--- src/hw/fsc_pkg.sv ---
// package: constants and carrier types for the fan speed control core
package fsc_pkg;
  localparam int CLK_HZ = 25000000;
  // base count period 0.25 s, in milliseconds
  localparam int COUNT_BASE_MS = 250;
  localparam int BASE_CYC = CLK_HZ / 1000 * COUNT_BASE_MS;
  localparam logic [7:0] DRIVE_FULL = 8'hFF;
  localparam logic [7:0] DRIVE_OFF = 8'h00;
  localparam logic [7:0] TACH_MAX = 8'hFF;
  localparam logic [1:0] MODE_FULL_ON = 2'h0;
  localparam logic [1:0] MODE_FULL_OFF = 2'h1;
  localparam logic [1:0] MODE_OPEN = 2'h2;
  localparam logic [1:0] MODE_CLOSED = 2'h3;
  localparam int CFG_MODE_LO = 4;
  localparam logic [2:0] PRESCALE_RST = 3'h2; // log2 of divide-by-4
  localparam logic [1:0] KCOUNT_RST = 2'h2;   // 1 s count time
  localparam logic [4:0] ALARM_EN_RST = 5'h00;
  localparam int AL_MAX = 0;
  localparam int AL_MIN = 1;
  localparam int AL_TACH = 2;
  localparam int AL_GP1 = 3;
  localparam int AL_GP2 = 4;
  localparam int N_TACH = 4;
  localparam int N_GP = 5;

  // software-facing control bundle
  typedef struct packed {
    logic [7:0] config_reg;
    logic [7:0] drive_wr;
    logic [7:0] speed_target;
    logic [1:0] kcount;
    logic [2:0] prescale;
    logic [4:0] alarm_en;
  } fsc_ctrl_t;

  typedef enum logic [2:0] {
    FSC_ST_FULL = 3'h1,
    FSC_ST_OFF = 3'h2,
    FSC_ST_REG = 3'h4
  } fsc_state_t;
endpackage

--- src/hw/fsc_core.sv ---
// fan speed control core: mode handling, tach counting, alarms, gp pins
`timescale 1ns/100ps
`default_nettype none
module fsc_core
  import fsc_pkg::*;
#(
  parameter int BASE_CYCLES = BASE_CYC
) (
  input wire logic mclk,
  input wire logic rst,
  input wire fsc_ctrl_t ctrl,
  input wire logic alarm_clear,
  input wire logic [N_TACH-1:0] tach_in,
  input wire logic full_on_n,
  input wire logic [N_GP-1:0] gp_out_level,
  output logic [7:0] drive_level,
  output logic [7:0] drive_readback,
  output logic [7:0] tach_count [N_TACH],
  output logic [4:0] alarm_status,
  output logic alert_n,
  output logic [N_GP-1:0] gp_pin_oe
);
  logic [N_TACH-1:0] tach_s1, tach_s2, tach_d;
  logic full_s1, full_s2;
  logic [31:0] tick_cnt;
  logic slot_end, slot_odd;
  logic [8:0] acc [N_TACH];
  logic [N_TACH-1:0] ovf_hit;
  logic [7:0] loop_drive;
  logic [7:0] next_drive;
  logic [2:0] pre_cnt;
  logic [4:0] next_alarm;
  logic [N_TACH-1:0] tach_rise;
  logic [8:0] acc_sum [N_TACH];
  logic [2:0] prescale_q;
  logic [4:0] alarm_en_q;
  fsc_state_t state;

  // period in cycles: base doubled by kcount
  function automatic logic [31:0] period_cycles(input logic [1:0] k);
    period_cycles = 32'(BASE_CYCLES) << k;
  endfunction

  // two-flop synchronisers for pins from outside
  always_ff @(posedge mclk or posedge rst) begin
    if (rst) begin
      // tach lines idle high; resetting low would count a false edge
      tach_s1 <= '1;
      tach_s2 <= '1;
      tach_d <= '1;
      full_s1 <= 1'b1;
      full_s2 <= 1'b1;
    end else begin
      tach_s1 <= tach_in;
      tach_s2 <= tach_s1;
      tach_d <= tach_s2;
      full_s1 <= full_on_n;
      full_s2 <= full_s1;
    end
  end

  // count slot timer; slots alternate between counting and idle
  assign slot_end = (tick_cnt >= period_cycles(ctrl.kcount) - 32'h1);
  always_ff @(posedge mclk or posedge rst) begin
    if (rst) begin
      tick_cnt <= '0;
      slot_odd <= 1'b0;
    end else if (slot_end) begin
      tick_cnt <= '0;
      slot_odd <= ~slot_odd;
    end else begin
      tick_cnt <= tick_cnt + 32'h1;
    end
  end

  // per-input counting; result latched only at end of a counting slot
  for (genvar i = 0; i < N_TACH; i++) begin : g_tach
    // an edge in the closing cycle still belongs to the window just ending
    assign tach_rise[i] = tach_s2[i] && !tach_d[i];
    assign acc_sum[i] = acc[i] + {8'h00, tach_rise[i]};
    always_ff @(posedge mclk or posedge rst) begin
      if (rst) begin
        acc[i] <= '0;
        tach_count[i] <= '0;
      end else if (slot_end) begin
        acc[i] <= '0;
        if (!slot_odd) begin
          tach_count[i] <= acc_sum[i][8] ? TACH_MAX : acc_sum[i][7:0];
        end
      end else if (!slot_odd && tach_rise[i] && !acc[i][8]) begin
        acc[i] <= acc_sum[i];
      end
    end
    assign ovf_hit[i] = slot_end && !slot_odd && acc_sum[i][8];
  end

  // registered divider and enables: reset loads PRESCALE_RST and ALARM_EN_RST
  // whatever the host lines show while reset is applied
  always_ff @(posedge mclk or posedge rst) begin
    if (rst) begin
      prescale_q <= PRESCALE_RST;
      alarm_en_q <= ALARM_EN_RST;
    end else begin
      prescale_q <= ctrl.prescale;
      alarm_en_q <= ctrl.alarm_en;
    end
  end

  // mode state from config bits 5:4, override wins
  always_ff @(posedge mclk or posedge rst) begin
    if (rst) begin
      state <= FSC_ST_FULL;
    end else if (!full_s2) begin
      state <= FSC_ST_FULL;
    end else begin
      unique case (ctrl.config_reg[CFG_MODE_LO +: 2])
        MODE_FULL_ON: state <= FSC_ST_FULL;
        MODE_FULL_OFF: state <= FSC_ST_OFF;
        default: state <= FSC_ST_REG;
      endcase
    end
  end

  // closed loop: step drive once per prescaled count result from input zero
  always_ff @(posedge mclk or posedge rst) begin
    if (rst) begin
      loop_drive <= DRIVE_FULL;
      pre_cnt <= '0;
    end else if (slot_end && !slot_odd) begin
      pre_cnt <= pre_cnt + 3'h1;
      if ((pre_cnt & ((3'h1 << prescale_q) - 3'h1)) == 3'h0) begin
        // feedback from input zero only; ties drive to its own fan
        if (tach_count[0] < ctrl.speed_target && loop_drive != DRIVE_FULL) begin
          loop_drive <= loop_drive + 8'h1;
        end else if (tach_count[0] > ctrl.speed_target && loop_drive != DRIVE_OFF) begin
          loop_drive <= loop_drive - 8'h1;
        end
      end
    end
  end

  // drive selection
  always_comb begin
    next_drive = DRIVE_FULL;
    unique case (state)
      FSC_ST_FULL: next_drive = DRIVE_FULL;
      FSC_ST_OFF: next_drive = DRIVE_OFF;
      FSC_ST_REG: begin
        if (ctrl.config_reg[CFG_MODE_LO +: 2] == MODE_CLOSED) begin
          next_drive = loop_drive;
        end else begin
          next_drive = ctrl.drive_wr;
        end
      end
    endcase
  end

  always_ff @(posedge mclk or posedge rst) begin
    if (rst) begin
      drive_level <= DRIVE_FULL;
      drive_readback <= DRIVE_OFF;
    end else begin
      drive_level <= next_drive;
      // readback shows loop output in closed loop, else software value
      drive_readback <= (ctrl.config_reg[CFG_MODE_LO +: 2] == MODE_CLOSED) ?
                        loop_drive : ctrl.drive_wr;
    end
  end

  // sticky alarms; a new event beats a clear in the same cycle
  always_comb begin
    next_alarm = alarm_clear ? 5'h00 : alarm_status;
    next_alarm[AL_MAX] = next_alarm[AL_MAX] | (state == FSC_ST_REG &&
                         loop_drive == DRIVE_FULL && alarm_en_q[AL_MAX]);
    next_alarm[AL_MIN] = next_alarm[AL_MIN] | (state == FSC_ST_REG &&
                         loop_drive == DRIVE_OFF && alarm_en_q[AL_MIN]);
    next_alarm[AL_TACH] = next_alarm[AL_TACH] | (|ovf_hit && alarm_en_q[AL_TACH]);
    next_alarm[AL_GP1] = next_alarm[AL_GP1] | (!full_s2 && alarm_en_q[AL_GP1]);
    next_alarm[AL_GP2] = next_alarm[AL_GP2] | (!gp_out_level[2] && alarm_en_q[AL_GP2]);
  end

  always_ff @(posedge mclk or posedge rst) begin
    if (rst) begin
      alarm_status <= ALARM_EN_RST;
      alert_n <= 1'b1;
    end else begin
      alarm_status <= next_alarm;
      alert_n <= ~|next_alarm;
    end
  end

  // gp pins open drain: enable low pulls the pin low
  always_ff @(posedge mclk or posedge rst) begin
    if (rst) begin
      gp_pin_oe <= '1;
    end else begin
      gp_pin_oe <= gp_out_level;
    end
  end

  slot_alternate_a: assert property (@(posedge mclk) disable iff (rst)
    slot_end |=> slot_odd != $past(slot_odd)) else $error("slot did not alternate");
  override_full_a: assert property (@(posedge mclk) disable iff (rst)
    !full_s2 |=> ##1 drive_level == DRIVE_FULL) else $error("override not full");
  closed_ignore_a: assert property (@(posedge mclk) disable iff (rst)
    state == FSC_ST_REG && ctrl.config_reg[CFG_MODE_LO +: 2] == MODE_CLOSED
    |=> drive_level == $past(loop_drive)) else $error("closed loop used sw value");
  readback_loop_a: assert property (@(posedge mclk) disable iff (rst)
    ctrl.config_reg[CFG_MODE_LO +: 2] == MODE_CLOSED |=> drive_readback == $past(loop_drive))
    else $error("readback not loop value");
  off_mode_a: assert property (@(posedge mclk) disable iff (rst)
    full_s2 && ctrl.config_reg[CFG_MODE_LO +: 2] == MODE_FULL_OFF |=> ##1 drive_level == DRIVE_OFF)
    else $error("full off not applied");
  count_sat_a: assert property (@(posedge mclk) disable iff (rst)
    ovf_hit[0] |=> tach_count[0] == TACH_MAX) else $error("count not saturated");
  alert_gate_a: assert property (@(posedge mclk) disable iff (rst)
    alarm_status == 5'h00 |-> alert_n) else $error("alert without alarm");
  alarm_hold_a: assert property (@(posedge mclk) disable iff (rst)
    alarm_status[AL_TACH] && !alarm_clear |=> alarm_status[AL_TACH])
    else $error("alarm dropped without clear");
  gp_drive_a: assert property (@(posedge mclk) disable iff (rst)
    1'b1 |=> gp_pin_oe == $past(gp_out_level)) else $error("gp level wrong");

  cov_closed: cover property (@(posedge mclk) state == FSC_ST_REG && !alert_n);
  cov_ovf: cover property (@(posedge mclk) ovf_hit[0]);
  cov_override: cover property (@(posedge mclk) !full_s2 ##1 state == FSC_ST_FULL);
endmodule
`default_nettype wire

--- config.mk ---
export PLATFORM = sky130hd
export DESIGN_NAME = fsc_core
export DESIGN_NICKNAME = d
export VERILOG_FILES = /design/src/hw/fsc_pkg.sv /design/src/hw/fsc_core.sv
export SDC_FILE = /design/constraint.sdc
export NUM_CORES = 1
export LEC_CHECK = 0
export BUFFER_PORTS_ARGS = -buffer_cell sky130_fd_sc_hd__buf_2
export CORE_ASPECT_RATIO = 0.9
export CORE_UTILIZATION = 63
export DETAILED_ROUTE_END_ITERATION = 6
export HOLD_SLACK_MARGIN = 0.03
export PLACE_DENSITY = 0.92
export SYNTH_ARGS = -nofsm -noshare
export SYNTH_HDL_FRONTEND = slang
export SYNTH_SLANG_ARGS = --single-unit
--- constraint.sdc ---
create_clock -name mclk -period 12 [get_ports mclk]
set_input_delay 0.6 -clock mclk [delete_from_list [all_inputs] [get_ports mclk]]
set_output_delay 0.6 -clock mclk [all_outputs]
set_load 0.01 [all_outputs]
**Word-level counts from Yosys, hierarchy flattened**

Index checks and enable logic that the tools add are counted.

- $add $sub $neg: 10
- Order comparisons: 3
- Equality and inequality tests: 7
- Shift operators: 2
- Muxes and demuxes: 20
- Bitwise logic cells: 7
- Reduce and logical (&&, ||, !) cells: 51

Operator list:

| kind | count |
|---|---|
| 9-bit two-way mux | 8 |
| 8-bit two-way mux | 7 |
| 9-bit by 1-bit adder with 9-bit output | 4 |
| 32-bit by 1-bit adder with 32-bit output, second input constant | 1 |
| 32-bit greater-or-equal comparator | 1 |
| 32-bit two-way mux | 1 |
| 23-bit by 2-bit << shifter with 32-bit output, first input constant | 1 |
| 32-bit by 1-bit subtractor with 32-bit output, second input constant | 1 |
| 1-bit logical AND | 26 |
| 8-bit one-hot mux with 3 select lines | 1 |
| 1-bit zero test | 12 |
| 2-bit nonzero test | 5 |
| 8-bit by 1-bit adder with 8-bit output, second input constant | 1 |
| 8-bit equality test, second input constant | 1 |
| 8-bit > comparator | 1 |
| 8-bit zero test | 1 |
| 8-bit < comparator | 1 |
| 8-bit != test, second input constant | 1 |
| 8-bit nonzero test | 1 |
| 8-bit by 1-bit subtractor with 8-bit output, second input constant | 1 |
| 3-bit one-hot mux with 2 select lines | 1 |
| 5-bit two-way mux | 1 |
| 1-bit OR | 5 |
| 5-bit OR reduction | 1 |
| other kinds (16) | 16 |

- Bits in registers: 164
- Input port bits: 47
- Output and inout port bits: 59

**Depth between registers and ports, before layout**

Gate-level depths: netlist of the first run.

- Depth in word-level cells: 10
- Gate-level depth with buffers: 13
- Depth with buffers taken out: 13

**Worst setup path before layout of the first run**

Ideal clock, no wire load.

- Path kind: in2reg
- From: input ctrl[13] in the netlist's numbering
- To: register loop_drive[7]
- Setup time: 0.075 ns
- Arrival time: 3.750 ns
- Slack: 8.176 ns
- Stages on the path: 13
- Cell sequence: inv_1 > ha_1 > a21oi_1 > a31oi_1 > nor4_1 > inv_1 > ha_1 > and3_1 > a2111oi_0 > a21oi_1 > xor2_1 > a2111oi_2 > xor2_1

- Longest elaborated chain between the ends: 4
- Elaborated cells on any way between the ends: 7
- Classes of those cells: 2 x order compare; 1 x mux; 4 x reduce/logical

RTL lines:

| what | line | source |
|---|---|---|
| from (decl) | fsc_core.sv:11 | `input wire fsc_ctrl_t ctrl,` |
| 8-bit < comparator or 8-bit > comparator (tied branches) | fsc_core.sv:133, fsc_core.sv:135 |  |
| 1-bit logical AND, on equally long branches | fsc_core.sv:133, fsc_core.sv:135 |  |
| 2-bit nonzero test (no source line) | n/a |  |
| 3-bit AND reduction (no source line) | n/a |  |
| to (signal assigned) | fsc_core.sv:134 | `loop_drive <= loop_drive + 8'h1;` |
| to (signal assigned) | fsc_core.sv:136 | `loop_drive <= loop_drive - 8'h1;` |
| to (decl) | fsc_core.sv:29 | `logic [7:0] loop_drive;` |

Several ways; a longest one is shown, not always the timed one.
A chain may end at the register's enable or synchronous reset.

**Final worst setup path of the first run**

- From: register tach_count[27] in the netlist's numbering
- To: register loop_drive[7]

- Longest elaborated chain between the ends: 4
- Elaborated cells on any way between the ends: 7
- Classes of those cells: 2 x order compare; 1 x mux; 4 x reduce/logical

RTL lines:

| what | line | source |
|---|---|---|
| from (decl) | fsc_core.sv:18 | `output logic [7:0] tach_count [N_TACH],` |
| from (signal, indexed assignment) | fsc_core.sv:88 | `tach_count[i] <= acc_sum[i][8] ? TACH_MAX : acc_sum[i][7:0];` |
| 8-bit < comparator or 8-bit > comparator (tied branches) | fsc_core.sv:133, fsc_core.sv:135 |  |
| 1-bit logical AND, on equally long branches | fsc_core.sv:133, fsc_core.sv:135 |  |
| 2-bit nonzero test (no source line) | n/a |  |
| 3-bit AND reduction (no source line) | n/a |  |

Several ways; a longest one is shown, not always the timed one.

==> results.ini, run 1 <==
[power]
peakVddDrop_mv=0.1280
internal_power_mw=1.031
p_clk_share_pct=39.8
power.density_nw_per_um2=151.0
p_leak_nw=4.575
switching_share_pct=27.37
p_sw_mw=0.3886
pwr-share-seq_pct=45.2
combPwrFrac_pct=14.9

[timing]
min_period_over_period_pct=36.31
hold_viol=0
totalNegativeSetupSlack_ns=0
rsz0062_at_grt=false
clock.fmax_ghz=0.2295
min_period_ns=4.357
worst_pin_slew_ns=0.9298
maxSlewHeadroom_pct=38.02
slew_viol_final=0
setup_violations=0
layout_setup_ws_ns=7.643
finClkSkew_ns=0.01010

[clock_network]
cts_resized=0
cts.sink_count=164
clk_latency_ns=0.44
clockRootBuffer=clkbuf_16
cts_setup_buffers=0
cts_tree=yes
cts.path.max_buffers=2
htree_levels=4
holdBufCountCts=0
cts_buffers=17
clk_pin_slew_ns=0.06

[logic_synthesis]
synth_cell_types=57
yosysSeqAreaShare_pct=50.95
synth_area_per_cell_sq_um=10.91
synth_area_leader_cell=dfrtp_1
netlist.area_leader.share_pct=38.70
ys_async_sr_fraction_pct=100.0
synth-edff-count=0
syn_inst=747
yosysMostFrequentCell=dfrtp_1
synth_common_cells=126 x dfrtp_1, 93 x nor2_1, 75 x nand2_1, 47 x xnor2_1, 44 x ha_1
ys_ff_latch=164
synth_warnings=0
netlist_area_sq_um=8148
synth_ff_type=dfrtp_1
ys_top_cells_by_area=dfrtp_1 39%, dfstp_2 12%, ha_1 6.8%

[routing]
drtAntennaViolNets=0
drt_pass1_iterations=5
vias=5887
post_drt_wl_per_cell_microns=16.57
via_per_inst=5.693
drc=0
drt-initial-drc-count=466
drt-total-wl_mm=17.14

[worst_setup_path]
worstSetupStartpointType=flip-flop
worst-endpoint-required_ns=12.36
max_stage_delay_ns=0.72
rrSetupSlack_ns=7.64
crit_buf_inv=1
crit_slowest_cell=nor4_1
crit_path_end=loop_drive[7]$_DFFE_PP1P_
r2r_cells=12
r2r_end=loop_drive[7]$_DFFE_PP1P_
end_kind=flip-flop
path_class=reg2reg
crit_family=compound AO/OA/AOI/OAI gates
cp-startpoint=tach_count[27]$_DFFE_PP0P_
critical_path_depth=12
path_cells=ha_1 -> a21oi_1 -> a31oi_1 -> nor4_1 -> inv_1 -> ha_1 -> and3_1 -> a2111oi_0 -> a21oi_1 -> xor2_1 -> a2111oi_2 -> xor2_1
reg2reg_from=tach_count[27]$_DFFE_PP0P_
crit_arrival_ns=4.72
worstPathMaxFanout=7

[global_route]
grt_overflow=0
antenna_found_initial=0
grt_pass1_wl_mm=27.66
groute.usage.overall_pct=27.45
grt_max_degree=93
grt_pass1_vias=5793

[hold_path]
min_from=tach_in[3]
hp-class=in2reg

[place]
placed_area_sq_um=8785
dp_cells=1002
place_hpwl_mm=10.91
numPortBuffers=99
place_congestion=0.8153
dp_slack_ns=7.399

[finish]
fin_area_sq_um=9402
fin_cells=1034
area_growth_pct=15.39
insertedDiodeCount=0
nets=949
drive_gt1_share_pct=26.32

[floorplan]
initial_core_util_pct=64.47
die_w_microns=121.9
ios=106
die_y_microns=109.9
fp.dieArea_sq_um=13390
num_rows=39
core_area_sq_um=12640

[run_status]
status=complete, no violations

[flow_run]
cap_violations=0

sequential cells by signal (all words and copies together) (netlist names), 4 cells and up:
name            flops
alarm_status        5
tick_cnt           32
alarm_en_q          5
drive_level         8
tach_d              4
drive_readback      8
tach_s2             4
loop_drive          8
gp_pin_oe           5
tach_s1             4
tach_count         32
acc                36
worst min path at each step:
stage,slack (ns),endpoint,depth (start not counted)
final,0.26,tach_s1[3]$_DFF_PP1_,1
after global routing,0.24,tach_s1[2]$_DFF_PP1_,1
after CTS,0.25,tach_s1[3]$_DFF_PP1_,1
after detailed placement,0.35,tach_s2[1]$_DFF_PP1_,0
after global placement,0.35,tach_s2[3]$_DFF_PP1_,0
after floorplan,0.35,full_s2$_DFF_PP1_,0
final cells by class:
class | count | area [sq um]
Multi-Input combinational cell | 534 | 3762
Fill cell | 759 | 3237
Sequential cell | 164 | 4151
Tap cell | 164 | 205.2
Clock inverter | 14 | 177.7
Inverter | 38 | 147.6
Clock buffer | 18 | 439.2
Timing Repair Buffer | 102 | 518.0
cells in the final DEF (no fill, tap or decap), types with 4 or more instances in the layout:
| master | n |
|---|---|
| nand2_1 | 74 |
| xor2_1 | 42 |
| mux2_4 | 26 |
| clkbuf_16 | 17 |
| conb_1 | 7 |
| ha_1 | 44 |
| a31oi_1 | 7 |
| nor4_1 | 6 |
| nand3_1 | 26 |
| o21ai_0 | 5 |
| mux2i_1 | 9 |
| nand4_1 | 12 |
| and3_1 | 9 |
| a21oi_1 | 30 |
| mux2_2 | 12 |
| dfrtp_1 | 126 |
| nor2b_1 | 4 |
| nor3_1 | 12 |
| nor2_1 | 93 |
| dfstp_2 | 38 |
| xnor2_1 | 47 |
| nand2b_1 | 12 |
| or2_2 | 11 |
| and2_1 | 4 |
| or3_1 | 6 |
| buf_2 | 99 |
| inv_1 | 37 |
through the flow:
step	utilization [%]	hold WS, ns	total power [mW]
2_1_floorplan	-	0.3452	0.8145
3_5_place_dp	69.51	0.3469	0.8580
6_report	74.39	0.2601	1.420
5_1_grt	74.39	0.2385	1.480
4_1_cts	74.39	0.2471	1.426
3_3_place_gp	69.51	0.3458	0.8481
power groups by stage:
stage	Combinational, mW	Clock (mW)	Sequential, mW
6_report	0.212	0.565	0.642
5_1_grt	0.234	0.598	0.648
4_1_cts	0.212	0.572	0.642
3_5_place_dp	0.207	0	0.651
3_3_place_gp	0.200	0	0.648
2_1_floorplan	0.172	0	0.643
per-layer routing:
metal | part of all wire (%) | up-vias | wire length, microns | global-route usage, %
met5 | 0 | - | 0 | 0
met4 | 3.0 | 0 | 522 | 13.93
met3 | 5.6 | 44 | 967 | 7.313
met2 | 50 | 228 | 8535 | 45.56
met1 | 41 | 2882 | 7111 | 33.09
li1 | - | 2733 | - | -
logic make-up after synthesis:
group / after synthesis / share of synthesized area (%)
fa+ha+maj: 46 / 7.125
simple gates: 276 / 15.60
mux: 47 / 7.555
compound gates: 68 / 5.774
flops: 164 / 50.95
xor+xnor: 90 / 9.767
other cells: 2 / 0.09217
buf+inv: 54 / 3.133
Note: power is estimated with default switching activity, not from simulation.
==> run 2, diff against run 1 <==
CORE_UTILIZATION = 58   (was 63)
PLACE_DENSITY = 0.86   (was 0.92)
clock period = 4.4 ns   (was 12 ns; I/O delays follow)
==> run 2 against run 1 <==
Effect of this change:
- the flow now finishes with violations (negative hold slack)
- final area increased by 2.5%
- clock power increased to 2.7 times the previous value
- clock skew decreased by 0.0036 ns
- combinational power increased to 2.8 times the previous value
- setup slack got worse by 7.2 ns
- clock-buffer cell count increased by 6
- sequential power increased to 2.7 times the previous value
- sequential cell count unchanged
- register-to-register slack got worse by 7.2 ns
- worst hold slack got worse by 0.26 ns
- critical endpoint unchanged
- largest cell class unchanged
- highest routed layer unchanged
==> results.ini, run 2 (synthesis results as in run 1) <==
[worst_setup_path]
end_kind=flip-flop
path_class=reg2reg
crit_arrival_ns=4.25
worst-endpoint-required_ns=4.75
worstPathMaxFanout=7
worstSetupStartpointType=flip-flop

[run_status]
status=finished, violations left
violations=negative hold slack

[place]
placed_area_sq_um=8823
numPortBuffers=99
place_hpwl_mm=10.53
place_congestion=0.7833

[power]
p_leak_nw=4.678
peakVddDrop_mv=0.3077
power.density_nw_per_um2=399.8

[clock_network]
cts_tree=yes
cts.path.max_buffers=2
cts_buffers=17
cts.sink_count=164
clk_latency_ns=0.42
holdBufCountCts=21
clockRootBuffer=clkbuf_16
cts_resized=0
clk_pin_slew_ns=0.06
cts_setup_buffers=0
htree_levels=4

[floorplan]
initial_core_util_pct=60.30
num_rows=40
die_w_microns=126.9
core_area_sq_um=13510
die_y_microns=114.4
ios=106
fp.dieArea_sq_um=14530

[routing]
drt_pass1_iterations=7
via_per_inst=5.510
drt-total-wl_mm=16.70
post_drt_wl_per_cell_microns=15.73
drc=0
drt-initial-drc-count=411
drtAntennaViolNets=0
vias=5852

[finish]
final_cell_mix=126 x dfrtp_1, 99 x buf_2, 93 x nor2_1
nets=973
insertedDiodeCount=0
reg.largest.list=acc x36, tach_count x32, tick_cnt x32
top_register=acc
layout_commonest_cell=dfrtp_1
drive_gt1_share_pct=25.50
fin_area_sq_um=9638
largest_reg_flops=36
area_growth_pct=18.29

[timing]
maxSlewHeadroom_pct=41.60
rsz0062_at_grt=false
setup_violations=0
worst_pin_slew_ns=0.8697
totalNegativeSetupSlack_ns=0
finClkSkew_ns=0.006495
clock.fmax_ghz=0.2560
min_period_over_period_pct=88.79
slew_viol_final=0
hold_ws_ns=-0.001542
hold_viol=10
min_period_ns=3.907

[global_route]
groute.usage.overall_pct=24.57
antenna_found_initial=0
grt_pass1_wl_mm=28.10
grt_pass1_vias=5956
grt_max_degree=165
grt_overflow=0

[flow_run]
cap_violations=0

[hold_path]
hp-class=in2async

-- run 2: critical path, stage by stage (launching register included) --
cell and delay (ns):
dfrtp_1 0.41, ha_1 0.34, a21oi_1 0.17, a31oi_1 0.15, nor4_1 0.34, buf_4 0.19
inv_1 0.13, ha_1 0.37, and3_1 0.20, a2111oi_0 0.69, a21oi_1 0.16, xor2_1 0.20
a2111oi_2 0.33, xor2_1 0.18
-- run 2: final timing paths --
path                            slack, ns  cells past startpoint                        from                     endpoint
min in group mclk                    0.06                      3                    ctrl[18]  drive_readback[0]$_DFF_PP0_
worst min-delay path               -0.002                      3                         rst      prescale_q[2]$_DFF_PP0_
worst max-delay path                 0.49                     13  tach_count[27]$_DFFE_PP0P_    loop_drive[7]$_DFFE_PP1P_
worst min register to register       0.36                      0           full_s1$_DFF_PP1_            full_s2$_DFF_PP1_
max in group asynchronous            3.70                      3                         rst       tick_cnt[13]$_DFF_PP0_
worst max register to register       0.49                     13  tach_count[27]$_DFFE_PP0P_    loop_drive[7]$_DFFE_PP1P_
-- run 2: area by class of cell --
type / instances / area, sq um
Timing Repair Buffer: 126 / 763.2
Clock inverter: 8 / 122.6
Inverter: 38 / 146.4
Sequential cell: 164 / 4151
Fill cell: 873 / 3875
Tap cell: 168 / 210.2
Multi-Input combinational cell: 534 / 3762
Clock buffer: 24 / 481.7
-- run 2: through the flow --
| stage | utilization (%) | power (mW) | instances | setup WS (ns) |
|---|---|---|---|---|
| 3_5_place_dp | 65.30 | 2.343 | 1009 | 0.5525 |
| 2_1_floorplan | - | 2.222 | 752 | 0.7880 |
| 5_1_grt | 71.32 | 4.013 | 1062 | 0.3582 |
| 4_1_cts | 71.32 | 3.874 | 1062 | 0.5073 |
| 6_report | 71.32 | 3.853 | 1062 | 0.4930 |
| 3_3_place_gp | 65.30 | 2.319 | 1009 | 0.6066 |
-- run 2: power by group --
part | switching, mW | leakage, nW | internal, mW
Combinational | 0.312 | 2.28 | 0.271
Clock | 0.579 | 0.299 | 0.939
Sequential | 0.111 | 2.10 | 1.64
-- run 2: per-layer routing --
layer / global-route usage [%] / routed length, microns
met5: 0 / 0
met4: 7.937 / 214
met3: 5.748 / 744
met2: 42.45 / 8329
met1: 30.68 / 7416
==> run 3, diff against run 2 <==
CORE_UTILIZATION = 35   (was 58)
PLACE_DENSITY = 0.59   (was 0.86)
TNS_END_PERCENT = 1   (was default)
==> run 3 against run 2 <==
Effect of this change:
- the run now ends clean
- via count down 4.8%
- sequential cell count is the same
- non-clock buffer count rose by 7
- total power is 1.6% lower
- final cell count increased by 13%
- sequential share of layout area shrank 0.91 points
- die area increased by 64%
- worst hold slack better by 0.044 ns
- routed wire length is 4.7% lower
- clock-buffer cell count decreased by 5
- clock power is 5% lower
- combinational power grew 2%
- critical endpoint unchanged
- largest cell class unchanged
- largest power group unchanged
==> results.ini, run 3 (synthesis results as in run 1) <==
[timing]
clock.fmax_ghz=0.2620
min_period_ns=3.817
maxSlewHeadroom_pct=42.92
min_period_over_period_pct=86.74
finClkSkew_ns=0.008419
worst_pin_slew_ns=0.8561
slew_viol_final=0
rsz0062_at_grt=false
layout_setup_ws_ns=0.5834
setup_violations=0
hold_viol=0
totalNegativeSetupSlack_ns=0

[finish]
drive_gt1_share_pct=26.08
insertedDiodeCount=0
nets=980
area_growth_pct=20.85
largest_reg_flops=36
top_register=acc
final_cell_mix=126 x dfrtp_1, 99 x buf_2, 93 x nor2_1
layout_commonest_cell=dfrtp_1
reg.largest.list=acc x36, tach_count x32, tick_cnt x32

[global_route]
grt_overflow=0
groute.usage.overall_pct=14.11
grt_pass1_vias=5486
grt_max_degree=165
grt_pass1_wl_mm=26.93
antenna_found_initial=0

[place]
dp_slack_ns=0.5712
place_hpwl_mm=10.82
place_congestion=0.7420
numPortBuffers=99

[hold_path]
min_from=ctrl[20]
holdPathEnd=drive_readback[2]$_DFF_PP0_
hp-class=in2reg
holdPathStages=3

[floorplan]
num_rows=52
fp.dieArea_sq_um=23890
die_w_microns=162.8
ios=106
initial_core_util_pct=35.99
die_y_microns=146.7
core_area_sq_um=22640

[worst_setup_path]
end_kind=flip-flop
worst-endpoint-required_ns=4.75
path_cells=ha_1 -> a21oi_1 -> a31oi_1 -> nor4_1 -> buf_4 -> inv_1 -> ha_1 -> and3_1 -> a2111oi_0 -> a21oi_1 -> xor2_1 -> a2111oi_2 -> xor2_1
path_class=reg2reg
r2r_end=loop_drive[7]$_DFFE_PP1P_
worstSetupStartpointType=flip-flop
worstPathMaxFanout=7
rrSetupSlack_ns=0.58
cp-startpoint=tach_count[27]$_DFFE_PP0P_
r2r_cells=13
max_stage_delay_ns=0.60
crit_slowest_cell=a2111oi_0
reg2reg_from=tach_count[27]$_DFFE_PP0P_
crit_arrival_ns=4.17

[routing]
drt-initial-drc-count=413
drt-total-wl_mm=15.92
vias=5569
drtAntennaViolNets=0
drt_pass1_iterations=5
post_drt_wl_per_cell_microns=13.29
via_per_inst=4.649
drc=0

[clock_network]
clockRootBuffer=clkbuf_16
clk_pin_slew_ns=0.07
htree_levels=4
clk_latency_ns=0.43
cts.path.max_buffers=2
cts.sink_count=164
cts_tree=yes
cts_buffers=17

[power]
p_leak_nw=4.684
peakVddDrop_mv=0.2426
power.density_nw_per_um2=385.2

[flow_run]
cap_violations=0

[run_status]
status=complete, no violations

==> run 3: cell types whose count changed in the layout (fill, tap and decap cells not counted) <==
cell	previous run	this run
clkinvlp_4	1	6
clkbuf_1	4	0
dlygate4sd3_1	21	25
buf_4	5	7
bufinv_16	3	1
buf_12	1	2
clkbuf_8	3	2
clkinv_2	3	2
clkinv_4	1	2
inv_6	1	2
inv_8	0	1
==> run 3: area by class of cell <==
type | instances | area, sq um
inverter | 38 | 146.4
clock buffer | 19 | 452.9
tap | 297 | 371.6
timing repair buffer | 133 | 838.3
clock inverter | 13 | 123.9
sequential | 164 | 4151
multi-input combinational | 534 | 3762
fill | 2181 | 12790
==> run 3: worst max-delay path: cells and delay by family (launching register included) <==
family | cells | cell delay [ns]
compound gates | 5 | 1.42
xor+xnor | 2 | 0.36
fa+ha+maj | 2 | 0.71
buf+inv | 2 | 0.31
flops | 1 | 0.41
simple gates | 2 | 0.52
==> run 3: routing by layer <==
layer	part of all wire [%]	vias up	global-route usage [%]
met2	43	108	20.83
li1	-	2794	-
met1	51	2654	20.24
met5	0	-	0
met4	1.1	0	4.159
met3	4.5	13	3.614
==> run 3: power breakdown <==
| group | internal [mW] | switching, mW |
|---|---|---|
| sequential | 1.64 | 0.108 |
| combinational | 0.283 | 0.310 |
| clock | 0.815 | 0.636 |
| total | 2.74 | 1.05 |
==> run 3: stage by stage <==
step,power (mW),hold slack (ns),std cells,area [sq um],utilization (%)
2_1_floorplan,2.222,0.2245,752,8170,-
3_3_place_gp,2.351,0.3265,1141,9020,39.84
3_5_place_dp,2.362,0.3278,1141,9020,39.84
4_1_cts,3.855,0.03011,1198,9847,43.49
5_1_grt,3.993,0.03770,1198,9847,43.49
6_report,3.793,0.04274,1198,9847,43.49
==> run 3: worst max-delay path by stage <==
stage,slack (ns),depth (start not counted),endpoint
finish,0.58,13,loop_drive[7]$_DFFE_PP1P_
global route,0.22,13,loop_drive[7]$_DFFE_PP1P_
CTS,0.53,13,loop_drive[7]$_DFFE_PP1P_
detailed placement,0.57,13,loop_drive[7]$_DFFE_PP1P_
global placement,0.60,13,loop_drive[7]$_DFFE_PP1P_
floorplan,0.79,12,loop_drive[7]$_DFFE_PP1P_
==> run 3: timing repair <==
action                    4_1_cts  5_1_grt
hold endpoints to repair       24        0
hold buffers                   25        0
buffers inserted                0        0
resized for setup               0        0
